===== config.mk =====
export PLATFORM = sky130hd
export DESIGN_NAME = irq_ctrl_flat
export DESIGN_NICKNAME = d
export VERILOG_FILES = /design/src/hdl/irq_pkg.sv /design/src/hdl/irq_link_if.sv /design/src/hdl/irq_ctrl.sv /design/src/flat_wrapper.sv
export SDC_FILE = /design/constraint.sdc
export NUM_CORES = 1
export LEC_CHECK = 0
export ABC_AREA = 0
export BUFFER_PORTS_ARGS = -buffer_cell sky130_fd_sc_hd__buf_2
export CAP_MARGIN = 0
export CORE_MARGIN = 10
export CORE_UTILIZATION = 57
export DETAILED_ROUTE_END_ITERATION = 12
export PLACE_DENSITY_LB_ADDON = 0.3
export SLEW_MARGIN = 10
export SYNTH_ARGS = -nofsm -noshare
export SYNTH_HDL_FRONTEND = slang
export SYNTH_SLANG_ARGS = --single-unit
export TNS_END_PERCENT = 20

===== constraint.sdc =====
create_clock -name sys_clk_in -period 41.2 [get_ports sys_clk_in]
set_clock_uncertainty 0.15 [all_clocks]
set_input_delay 4.12 -clock sys_clk_in [delete_from_list [all_inputs] [get_ports sys_clk_in]]
set_output_delay 4.12 -clock sys_clk_in [all_outputs]
set_load 0.05 [all_outputs]

===== src/hdl/irq_pkg.sv =====
// Package: enable register map, source numbering, vectors and timing counts
package irq_pkg;
  localparam int NUM_SRC = 18;
  localparam logic [7:0] OFS_GROUP_A = 8'ha8;
  localparam logic [7:0] OFS_GROUP_B = 8'hb8;
  localparam logic [7:0] OFS_GROUP_C = 8'h9a;
  localparam logic [7:0] RST_GROUP = 8'h00;
  localparam int GLOBAL_EN_BIT = 7;
  localparam logic [7:0] MASK_GROUP_A = 8'hbf;
  localparam logic [7:0] MASK_GROUP_B = 8'hbf;
  localparam logic [7:0] MASK_GROUP_C = 8'h3f;
  localparam logic [7:0] VEC_BASE = 8'h03;
  localparam logic [7:0] VEC_STEP = 8'h08;
  localparam int DETECT_CYCLES = 1;
  localparam int CALL_CYCLES = 6;
  localparam int LATENCY_CYCLES = DETECT_CYCLES + CALL_CYCLES;
  // Sources whose CPU flag hardware clears on vectoring: 0,1,2,3,9,10,11,12
  localparam logic [NUM_SRC-1:0] HW_CLEAR_MASK = 18'h01e0f;
  // Source number from enable bit position, one table per group
  function automatic logic [4:0] src_a(input int b);
    logic [4:0] t [6] = '{5'h00, 5'h01, 5'h02, 5'h03, 5'h04, 5'h05};
    return t[b];
  endfunction
  function automatic logic [4:0] src_b(input int b);
    logic [4:0] t [6] = '{5'h08, 5'h09, 5'h0a, 5'h0b, 5'h0c, 5'h0d};
    return t[b];
  endfunction
  function automatic logic [4:0] src_c(input int b);
    logic [4:0] t [6] = '{5'h10, 5'h06, 5'h07, 5'h0e, 5'h0f, 5'h11};
    return t[b];
  endfunction
  // Vector address of one source number
  function automatic logic [7:0] vector_of(input logic [4:0] n);
    return 8'(VEC_BASE + ({3'h0, n} << 3));
  endfunction
endpackage


===== src/hdl/irq_link_if.sv =====
// Interface: the interrupt controller and the processor core side
`timescale 1ns/1ns
`default_nettype none
interface irq_link_if;
  logic reg_wr;
  logic [7:0] reg_addr;
  logic [7:0] reg_wdata;
  logic [7:0] reg_rdata;
  logic [17:0] src_flag;
  logic [17:0] cpu_flag_clr;
  logic [17:0] cpu_flag;
  logic irq_req;
  logic [4:0] irq_num;
  logic [7:0] irq_vector;
  logic [1:0] irq_level;
  logic call_start;
  logic call_done;
  logic isr_return;
  logic in_service;
  modport ctrl (input reg_wr, reg_addr, reg_wdata, src_flag, cpu_flag_clr, call_start,
    call_done, isr_return, output reg_rdata, cpu_flag, irq_req, irq_num, irq_vector,
    irq_level, in_service);
  modport core (output reg_wr, reg_addr, reg_wdata, src_flag, cpu_flag_clr, call_start,
    call_done, isr_return, input reg_rdata, cpu_flag, irq_req, irq_num, irq_vector,
    irq_level, in_service);
endinterface
`default_nettype wire


===== src/hdl/irq_ctrl.sv =====
// Interrupt enable, flag, priority nesting and acknowledge controller
`timescale 1ns/1ns
`default_nettype none
// Overview of operation
// RL1 - Global enable bit 7 gates all acknowledges
// RL2 - Group A enables, reset zero, bit6 unused
// RL3 - Group B enables, bit 6 reads zero
// RL4 - Group C enables, bits 7:6 unused
// RL5 - Audio module masks itself, not here
// RL6 - Enabled interrupt vectors to fixed address
// RL7 - Only strictly higher priority preempts service
// RL8 - Return ends service, restores previous level
// RL9 - Flags set whether enabled or not
// RL10 - Enabled set flag acknowledged next cycle
// RL11 - Lower or equal requests stay pending
// RL12 - Least latency seven cycles: detect, call
// RL13 - Software clears CPU flag before module
// RL14 - Port: module flag before CPU flag
// RL15 - Hardware clears listed flags on vectoring
// RL16 - Remaining enabled module flags re-raise flag; here only a new rising edge on src_flag sets the flag again
// RL17 - Clear one module flag per entry
// RL18 - Vectors from 0x03, eight bytes apart
// RL19 - Peripheral mask needed before flag asserts
// RL20 - Equal priority ties broken by number
module irq_ctrl #(
  parameter int NUM_LEVELS = 4
) (
  // Clock and reset
  input wire logic sys_clk_in,
  input wire logic reset_in,
  // Priority level per source, from the priority registers
  input wire logic [2*irq_pkg::NUM_SRC-1:0] src_level_in,
  // Core side
  irq_link_if.ctrl link
);
  localparam int N = irq_pkg::NUM_SRC;
  // Four levels only: the service stack holds one bit per level
  if (NUM_LEVELS != 4) begin
    $error("irq_ctrl supports four priority levels only");
  end

  logic [7:0] group_a_r, group_b_r, group_c_r;
  logic [N-1:0] flag_r, flag_nxt;
  logic [N-1:0] src_d_r;
  logic [3:0] active_r; // One bit per level in service
  logic [4:0] num_r;
  logic [7:0] vec_r;
  logic [1:0] lvl_r;
  logic req_r;
  logic [7:0] rdata_r;
  logic svc_r;

  // Per-source enable vector assembled from the three groups
  logic [N-1:0] src_en;
  always_comb begin
    src_en = '0;
    for (int b = 0; b < 6; b++) begin
      src_en[irq_pkg::src_a(b)] = group_a_r[b]; // RL2
      src_en[irq_pkg::src_b(b)] = group_b_r[b]; // RL3
      src_en[irq_pkg::src_c(b)] = group_c_r[b]; // RL4
    end
  end

  // Address match of one enable register, shared by writes and reads
  function automatic logic addr_hit(input logic [7:0] a, input logic [7:0] ofs);
    return a == ofs;
  endfunction

  // Register decode
  wire hit_a = addr_hit(link.reg_addr, irq_pkg::OFS_GROUP_A);
  wire hit_b = addr_hit(link.reg_addr, irq_pkg::OFS_GROUP_B);
  wire hit_c = addr_hit(link.reg_addr, irq_pkg::OFS_GROUP_C);
  wire wr_a = link.reg_wr && hit_a;
  wire wr_b = link.reg_wr && hit_b;
  wire wr_c = link.reg_wr && hit_c;
  wire [7:0] rd_sel = hit_a ? group_a_r :
                      hit_b ? group_b_r :
                      hit_c ? group_c_r : 8'h00; // RL3 RL4

  // Enabled requests and current service level
  wire global_en = group_a_r[irq_pkg::GLOBAL_EN_BIT];
  wire [N-1:0] cand = flag_r & src_en & {N{global_en}}; // RL1
  logic [2:0] cur_lvl; // 0 idle, else level+1 of highest active
  always_comb begin
    cur_lvl = 3'h0;
    for (int l = 0; l < 4; l++) begin
      if (active_r[l]) cur_lvl = 3'(l + 1);
    end
  end

  // Highest level wins, lowest number wins inside a level
  logic [4:0] win_num;
  logic [1:0] win_lvl;
  logic win_ok;
  always_comb begin
    win_num = 5'h00;
    win_lvl = 2'h0;
    win_ok = 1'b0;
    for (int i = N - 1; i >= 0; i--) begin
      if (cand[i] && (!win_ok || src_level_in[2*i+:2] >= win_lvl)) begin // RL20
        win_num = 5'(i);
        win_lvl = src_level_in[2*i+:2];
        win_ok = 1'b1;
      end
    end
  end
  // Accept only strictly above the level in service; else stay pending
  wire take = win_ok && ({1'b0, win_lvl} >= cur_lvl) && !req_r && !svc_r; // RL7 RL11

  // Peripheral and audio masking is done before the flag lines arrive
  // Flags: source edge sets, software clear, hardware clear on call; set wins
  always_comb begin
    flag_nxt = flag_r & ~link.cpu_flag_clr;
    if (link.call_done && irq_pkg::HW_CLEAR_MASK[num_r]) flag_nxt[num_r] = 1'b0; // RL15
    flag_nxt = flag_nxt | (link.src_flag & ~src_d_r); // RL9 RL16
  end

  // Enable registers
  always_ff @(posedge sys_clk_in or posedge reset_in) begin
    if (reset_in) begin
      group_a_r <= irq_pkg::RST_GROUP;
      group_b_r <= irq_pkg::RST_GROUP;
      group_c_r <= irq_pkg::RST_GROUP;
      rdata_r <= 8'h00;
    end else begin
      if (wr_a) group_a_r <= link.reg_wdata & irq_pkg::MASK_GROUP_A; // RL1 RL2
      if (wr_b) group_b_r <= link.reg_wdata & irq_pkg::MASK_GROUP_B; // RL3
      if (wr_c) group_c_r <= link.reg_wdata & irq_pkg::MASK_GROUP_C; // RL4
      rdata_r <= rd_sel;
    end
  end

  // Flags and source edge history
  always_ff @(posedge sys_clk_in or posedge reset_in) begin
    if (reset_in) begin
      flag_r <= '0;
      src_d_r <= '0;
    end else begin
      flag_r <= flag_nxt;
      src_d_r <= link.src_flag;
    end
  end

  // Next request and service state
  logic req_nxt;
  logic svc_nxt;
  always_comb begin
    req_nxt = req_r;
    svc_nxt = svc_r;
    if (take) begin
      req_nxt = 1'b1; // RL10
    end else if (link.call_start) begin
      req_nxt = 1'b0;
      svc_nxt = 1'b1;
    end
    if (link.call_done) begin
      svc_nxt = 1'b0;
    end
  end

  // Nesting stack: a call pushes its level, a return pops the highest
  logic [3:0] active_nxt;
  wire [1:0] top_lvl = 2'(cur_lvl - 3'h1);
  wire pop = link.isr_return && cur_lvl != 3'h0;
  always_comb begin
    active_nxt = active_r;
    if (link.call_done) begin
      active_nxt[lvl_r] = 1'b1;
    end else if (pop) begin
      active_nxt[top_lvl] = 1'b0; // RL8
    end
  end

  // Vector of the winner, latched with it
  wire [7:0] win_vec = irq_pkg::vector_of(win_num); // RL6 RL18

  // Request, service and stack flags
  always_ff @(posedge sys_clk_in or posedge reset_in) begin
    if (reset_in) begin
      req_r <= 1'b0;
      svc_r <= 1'b0;
      active_r <= 4'h0;
    end else begin
      req_r <= req_nxt;
      svc_r <= svc_nxt;
      active_r <= active_nxt;
    end
  end

  // Number, vector and level of the accepted source
  always_ff @(posedge sys_clk_in or posedge reset_in) begin
    if (reset_in) begin
      num_r <= 5'h00;
      vec_r <= 8'h00;
      lvl_r <= 2'h0;
    end else if (take) begin
      num_r <= win_num;
      vec_r <= win_vec;
      lvl_r <= win_lvl;
    end
  end

  // Outputs from flip-flops
  assign link.reg_rdata = rdata_r;
  assign link.cpu_flag = flag_r;
  assign link.irq_req = req_r;
  assign link.irq_num = num_r;
  assign link.irq_vector = vec_r;
  assign link.irq_level = lvl_r;
  assign link.in_service = svc_r;
endmodule
`default_nettype wire


===== src/flat_wrapper.sv =====
// flat-port wrapper written by rule: the top's interface ports become plain ports
module irq_ctrl_flat 
#(
  parameter int NUM_LEVELS = 4
)
  (sys_clk_in, reset_in, src_level_in, link_reg_wr, link_reg_addr, link_reg_wdata, link_src_flag, link_cpu_flag_clr, link_call_start, link_call_done, link_isr_return, link_reg_rdata, link_cpu_flag, link_irq_req, link_irq_num, link_irq_vector, link_irq_level, link_in_service);
  irq_link_if link_i ();
  input wire logic sys_clk_in;
  input wire logic reset_in;
  input wire logic [2*irq_pkg::NUM_SRC-1:0] src_level_in;
  input wire logic [$bits(link_i.reg_wr)-1:0] link_reg_wr;
  input wire logic [$bits(link_i.reg_addr)-1:0] link_reg_addr;
  input wire logic [$bits(link_i.reg_wdata)-1:0] link_reg_wdata;
  input wire logic [$bits(link_i.src_flag)-1:0] link_src_flag;
  input wire logic [$bits(link_i.cpu_flag_clr)-1:0] link_cpu_flag_clr;
  input wire logic [$bits(link_i.call_start)-1:0] link_call_start;
  input wire logic [$bits(link_i.call_done)-1:0] link_call_done;
  input wire logic [$bits(link_i.isr_return)-1:0] link_isr_return;
  output wire logic [$bits(link_i.reg_rdata)-1:0] link_reg_rdata;
  output wire logic [$bits(link_i.cpu_flag)-1:0] link_cpu_flag;
  output wire logic [$bits(link_i.irq_req)-1:0] link_irq_req;
  output wire logic [$bits(link_i.irq_num)-1:0] link_irq_num;
  output wire logic [$bits(link_i.irq_vector)-1:0] link_irq_vector;
  output wire logic [$bits(link_i.irq_level)-1:0] link_irq_level;
  output wire logic [$bits(link_i.in_service)-1:0] link_in_service;
  assign link_i.reg_wr = link_reg_wr;
  assign link_i.reg_addr = link_reg_addr;
  assign link_i.reg_wdata = link_reg_wdata;
  assign link_i.src_flag = link_src_flag;
  assign link_i.cpu_flag_clr = link_cpu_flag_clr;
  assign link_i.call_start = link_call_start;
  assign link_i.call_done = link_call_done;
  assign link_i.isr_return = link_isr_return;
  assign link_reg_rdata = link_i.reg_rdata;
  assign link_cpu_flag = link_i.cpu_flag;
  assign link_irq_req = link_i.irq_req;
  assign link_irq_num = link_i.irq_num;
  assign link_irq_vector = link_i.irq_vector;
  assign link_irq_level = link_i.irq_level;
  assign link_in_service = link_i.in_service;
  irq_ctrl #(.NUM_LEVELS(NUM_LEVELS)) u_core (.sys_clk_in(sys_clk_in), .reset_in(reset_in), .src_level_in(src_level_in), .link(link_i));
endmodule

==> impl_results.md, run 1 <==
- Synth-to-Final Area Change: 17.9%
- Vias in the first global route: 4599
- Worst min path class: register to register
- Postcts setup bufs: 0
- Setup_tns: 0 ps
- PwrDens: 39.5 nW/um2
- Post-synth top area share: 39.2%
- Fin. max-slew vios: 0
- Largest family of logic cells by synthesized area: compound AO/OA/AOI/OAI gates
- Htree depth: 3
- Fraction of layout cells with a size suffix above 1: 28.8%
- Initial Util: 59.3%
- Most frequent cells in the layout: buf_2 (133), dfrtp_1 (77), inv_1 (62)
- Post-Synth XOR/XNOR Area: 0%
- Drt total wl: 13900 um
- Die Y: around 110 um
- Post-DP HPWL: 11100 um
- Worst-Margin Slew: 962 ps
- EDFF count, synth: 0
- Max clock buf depth: 2
- P_leak: 2.99 nW
- Grt total ovfl: 0
- Adder-Cell Fraction of Synth Area: 6.61%
- Post-synthesis mux area share: 6.69%
- Critical Path Source: src_level_in[34]
- Post-synthesis register bit count: 77
- CTS tree: yes
- Post-CTS Hold Fix Bufs: 0
- RSZ-0062 raised after global routing: no
- Startpoint type of the worst setup path: input port
- Drt initial violations: 434
- First-pass GRT wire length: 22700 um
- Root buf cell: clkbuf_8
- Die Wd: 113 um
- Wire per inst: 17.8 um
- Placeable Area: around 8300 um2
- Post-Synth Simple-Gate Area: 19.0%
- Largest net degree at the start of global routing: just under 80
- Clock transition at path regs: roughly 80 ps
- R2R setup slack: 16450 ps
- Crit Path Max Fanout: 12
- R2r endpoint: u_core.link.irq_num[4]
- Kind of critical path: input port to register
- R2r worst-path depth: 117
- Syn Area/Cell: 9.11 um2
- Placer Congestion: 0.902
- Num rows: 33
- Input/output buffers: approximately 130
- CTS resizes: 0
- Final Total Pwr: 0.229 mW
- Max cap viols: 0
- Synth warn: 0
- Total global-route track usage: 21.4%
- Setup crit end: u_core.link.irq_num[4]
- Critical Path AT: 27310 ps
- Skew-Pair Late Insertion Delay: 350 ps
- Post-synthesis cell type count: 73
- Min-Delay Startpoint: u_core.src_d_r[10]
- Required @ worst endpoint: around 41000 ps
- Status: finished, final reports clean
- Synth Area in Compound Gates: 21.5%
- Worst slew margin: 35.8%
- Largest area contributor in the netlist: dfrtp_1
- Post-synthesis sequential area ratio: 39.2%
- Crit-path slowest cell: o311ai_0
- Nets: 788
- Main synth FF type: dfrtp_1
- Commonest non-fill, non-tap cell in the layout: buf_2
- Fin crit share: 66.0%
- Synth Instances: 540
- Hold Violations, Final: 0
- I/O pin total: approximately 140
- Slowest stage delay, CP: 590 ps
- FFs w/ async S/R, synth: 100%
- Post-Synthesis Cell Area: around 4900 um2
- Worst r2r src: u_core.group_a_r[7]
- Die Area: 12700 um2
- DRC errors left: 0
- Initial antenna violation count: 1
- Most frequent CP cell: ha_1
- Max Freq: 36.8 MHz
- Endpoints failing setup: 0
- Largest cells by area after synthesis: dfrtp_1 (39%), ha_1 (6.6%), mux2_2 (5.3%), inv_1 (4.8%), nand2_1 (4.0%)
- Peak supply drop: 0.0337 mV
- Cts bufs inserted: 9
- CP Capture Type: register
- Routed Antenna Nets: 0
- Drt first pass iters: 5
- Vias: 4600
- Clock sink count: 77
- Fin crit period: 27170 ps
- Vias per cell: 5.91
flip-flops by register name, indices dropped and copies added, names as in the netlist:
register                flops
u_core.link.irq_vector      1
u_core.link.cpu_flag       18
u_core.link.in_service      1
u_core.group_a_r            7
u_core.link.irq_level       2
u_core.link.irq_req         1
u_core.active_r             4
u_core.group_b_r            7
u_core.src_d_r             18
u_core.group_c_r            6
u_core.link.reg_rdata       7
u_core.link.irq_num         5
layer usage:
metal	global-route usage, %	vias up	share of wire, %
li1	-	2189	-
met1	27.9	2169	43
met2	34.3	218	47
met3	5.60	24	8.2
met4	5.92	0	1.6
met5	0	-	0
cell families after synthesis:
kind of cell,after synthesis
compound gates,146
fa+ha+maj,26
buf+inv,81
flops,77
mux,30
other cells,1
simple gates,179
critical path: cells and delay by family:
kind,cells,cell delay [ps]
buffers and inverters,5,550
multiplexers,3,1140
AO/OA/AOI/OAI,45,10050
AND/OR/NAND/NOR,47,6550
adder cells (fa/ha/maj),18,4880
cell usage after synthesis, drive strengths merged (11+ instances only):
cell / count
o22ai: 11
mux2: 23
and3: 13
dfrtp: 77
inv: 63
nand2: 53
ha: 26
o21ai: 35
nand3: 23
nand2b: 22
nor2: 29
a21oi: 29
final cells by class:
type                    instances  area (um2)
flip-flops and latches         77        1930
well taps                     105         131
clock inverters                 6        46.3
fillers                       655        2500
repair buffers                134         673
inverters                      63         238
clock buffers                  10         128
multi-input cells             383        2660
diodes                          1        2.50
how the worst min path moves through the flow:
| stage | slack, ps | depth (start not counted) | to |
|---|---|---|---|
| after floorplan | 250 | 1 | u_core.link.cpu_flag[13] |
| after global placement | 250 | 1 | u_core.link.cpu_flag[14] |
| after detailed placement | 260 | 1 | u_core.link.cpu_flag[13] |
| after CTS | 270 | 1 | u_core.link.cpu_flag[10] |
| after global routing | 270 | 1 | u_core.link.cpu_flag[10] |
| final | 260 | 1 | u_core.link.cpu_flag[10] |
power by group:
group / internal (mW) / switching [mW]
Combinational: 0.0272 / 0.0549
Clock: 0.0223 / 0.0301
Sequential: 0.0837 / 0.0108
Total: 0.133 / 0.0958
per-stage QoR:
stage / std cells / setup WS, ps / util (%) / cell area, um2 / hold slack (ps)
after floorplan: 541 / 17000 / - / 4920 / 249
after global placement: 762 / 14590 / 67.8 / 5620 / 251
after detailed placement: 762 / 13900 / 67.8 / 5620 / 261
after CTS: 778 / 14150 / 69.9 / 5800 / 270
after global routing: 778 / 12020 / 69.9 / 5800 / 270
final: 779 / 14030 / 69.9 / 5800 / 263
(Power assumes the default switching activity.)
==> run 2: changes to the inputs <==
--- a/config.mk
+++ b/config.mk
@@ -5,11 +5,11 @@
 export SDC_FILE = /design/constraint.sdc
 export NUM_CORES = 1
 export LEC_CHECK = 0
-export ABC_AREA = 0
+export ABC_AREA = 1
 export BUFFER_PORTS_ARGS = -buffer_cell sky130_fd_sc_hd__buf_2
 export CAP_MARGIN = 0
 export CORE_MARGIN = 10
-export CORE_UTILIZATION = 57
+export CORE_UTILIZATION = 48
 export DETAILED_ROUTE_END_ITERATION = 12
 export PLACE_DENSITY_LB_ADDON = 0.3
 export SLEW_MARGIN = 10
==> constraint.sdc (replaced) <==
create_clock -name sys_clk_in -period 22.3 [get_ports sys_clk_in]
set_clock_uncertainty 0.15 [all_clocks]
set_input_delay 2.23 -clock sys_clk_in [delete_from_list [all_inputs] [get_ports sys_clk_in]]
set_output_delay 2.23 -clock sys_clk_in [all_outputs]
set_load 0.05 [all_outputs]
==> run 2 against run 1 <==
Synthesized cell count up 20%. Combinational power up 74%. Final area grew 3.1%. Utilization is 11 points lower. Sequential power rose by 80%. Via count grew 1.5%. Largest cell class unchanged. Critical path type unchanged. Wire length shrank 4.9%. Sequential share of layout area shrank 0.99 points. First-iteration DRC count fell by 35%.
==> impl_results.md, run 2 <==
- Peak supply drop: 0.0454 mV
- Initial Util: 48.8%
- Most frequent CP cell: nand2_1
- Post-synthesis sequential area ratio: 38.6%
- Largest area contributor in the netlist: dfrtp_1
- Clock transition at path regs: ~80 ps
- Kind of critical path: input port to register
- PwrDens: 72.0 nW/um2
- Crit-path slowest cell: or3_1
- Post-synthesis register bit count: 77
- Fraction of layout cells with a size suffix above 1: 26.8%
- Synth warn: 0
- Most frequent cells in the layout: inv_1 (147), buf_2 (133), nand2_1 (100)
- Vias: 4668
- Synth Area in Compound Gates: 12.0%
- Clock sink count: 77
- Worst hold margin: 272 ps
- Post-Synth XOR/XNOR Area: 0%
- Worst-Margin Slew: 959 ps
- Fin. max-slew vios: 0
- Max clock buf depth: 2
- Setup WS post-layout: 2420 ps
- Worst min path class: register to register
- Root buf cell: clkbuf_8
- Max Freq: 50.3 MHz
- Adder-Cell Fraction of Synth Area: 6.52%
- Grt total ovfl: 0
- DP Worst Slack: 2110 ps
- Largest net degree at the start of global routing: slightly below 80
- Die Y: 122 um
- Fin crit period: just under 20000 ps
- Total global-route track usage: 18.0%
- Required @ worst endpoint: about 22000 ps
- CTS resizes: 0
- Most common cell in the netlist: inv_1
- Post-Synth Simple-Gate Area: 29.7%
- Skew-Pair Late Insertion Delay: 340 ps
- Input/output buffers: 133
- Final Total Pwr: ~0.43 mW
- Largest cells by area after synthesis: dfrtp_1 (39%), inv_1 (11%), nand2_1 (7.5%), ha_1 (6.5%), o21ai_0 (5.7%)
- Synth Instances: ~650
- Wire per inst: approximately 14 um
- Post-synthesis cell type count: 37
- Placeable Area: 10200 um2
- P_leak: about 3.4 nW
- EDFF count, synth: 0
- Drt initial violations: 283
- Nets: 900
- Status: finished, final reports clean
- Fin crit share: 89.1%
- Crit Path Max Fanout: 10
- Routed Antenna Nets: 0
- Vias per cell: roughly 5.1
- Setup_tns: 0 ps
- Synth-to-Final Area Change: 19.8%
- Endpoints failing setup: 0
- Postcts setup bufs: 0
- Die Area: 14900 um2
- Main synth FF type: dfrtp_1
- DRC errors left: 0
- Placed Area: 5750 um2
- First-pass GRT wire length: 21700 um
- Worst slew margin: 36.1%
- Drt first pass iters: 4
- R2R setup slack: 3350 ps
- Post-synthesis mux area share: 0%
- Post-CTS Hold Fix Bufs: 0
- Num rows: 37
- Placer Congestion: 0.911
- Final Cell Area: 5980 um2
- Hold Violations, Final: 0
- Post-Synthesis Cell Area: 4990 um2
- I/O pin total: 137
- FFs w/ async S/R, synth: 100%
- CP Capture Type: register
- Post-DP HPWL: 11000 um
- Most frequent cells after synthesis: inv_1 (148), nand2_1 (100), dfrtp_1 (77)
- RSZ-0062 raised after global routing: no
- Initial antenna violation count: 2
- Commonest non-fill, non-tap cell in the layout: inv_1
- Htree depth: 3
- Post-synth top area share: 38.6%
- Vias in the first global route: about 4800
- Slowest stage delay, CP: 360 ps
- Syn Area/Cell: 7.71 um2
- CTS tree: yes
- Critical Path AT: 20000 ps
- Drt total wl: roughly 13000 um
- Cts bufs inserted: 9
- Die Wd: 122 um
- Largest family of logic cells by synthesized area: simple AND/OR/NAND/NOR gates
- Max cap viols: 0
- Startpoint type of the worst setup path: input port
[run 2: cell types whose count changed in the layout (fill, tap and decap cells not counted), moves of 22 or more]
cell / change
inv_1: +85
mux2_2: -23
nand2_1: +47
nand2_2: +22
nand2b_1: -22
nand3_1: +25
o21ai_0: +25
[run 2: critical path: cells and delay by family]
family | cells | cell delay (ps)
buffers and inverters | 12 | 920
adders and majority gates | 18 | 5070
AOI/OAI and AO/OA | 31 | 4150
and+or+nand+nor | 72 | 7600
[run 2: kinds of logic after synthesis]
| kind of cell | Yosys count |
|---|---|
| adders and majority gates | 26 |
| AOI/OAI and AO/OA | 104 |
| DFF | 77 |
| other | 1 |
| buffers and inverters | 164 |
| and+or+nand+nor | 275 |
[run 2: routing by layer]
metal  global-route usage, %  share of wire, %  up-vias
met1                    21.0                42     2152
met4                    6.71               2.1        2
met5                       0              0.13        -
met2                    31.0                49      128
li1                        -                 -     2367
met3                    4.72               6.8       19
[run 2: worst paths after layout]
kind                                      from                  endpoint  cells after the start
setup / recovery              src_level_in[34]    u_core.link.irq_num[4]                    133
hold / removal               u_core.src_d_r[4]   u_core.link.cpu_flag[4]                      1
setup reg to reg           u_core.group_a_r[7]    u_core.link.irq_num[4]                    135
hold reg to reg              u_core.src_d_r[4]   u_core.link.cpu_flag[4]                      1
max in group asynchronous             reset_in   u_core.link.cpu_flag[5]                      3
min in group asynchronous             reset_in  u_core.link.reg_rdata[4]                      3
[run 2: cell type report]
cell class              instances  area (um2)
repair buffers                134         673
multi-input cells             407        2410
flip-flops and latches         77        1930
fillers                       978        4250
clock inverters                 4        70.1
diodes                          1        2.50
clock buffers                  12         155
inverters                     151         568
well taps                     136         170
[run 2: through the flow]
step | util (%) | std cells
floorplan | - | 648
global placement | 56.2 | 905
detailed placement | 56.2 | 905
CTS | 58.4 | 921
global route | 58.4 | 921
finish | 58.4 | 922
[run 2: power breakdown]
group / switching, mW / internal (mW)
Sequential: 0.0155 / 0.155
Clock: 0.0481 / 0.0688
Combinational: 0.105 / 0.0387
Total: 0.168 / 0.262
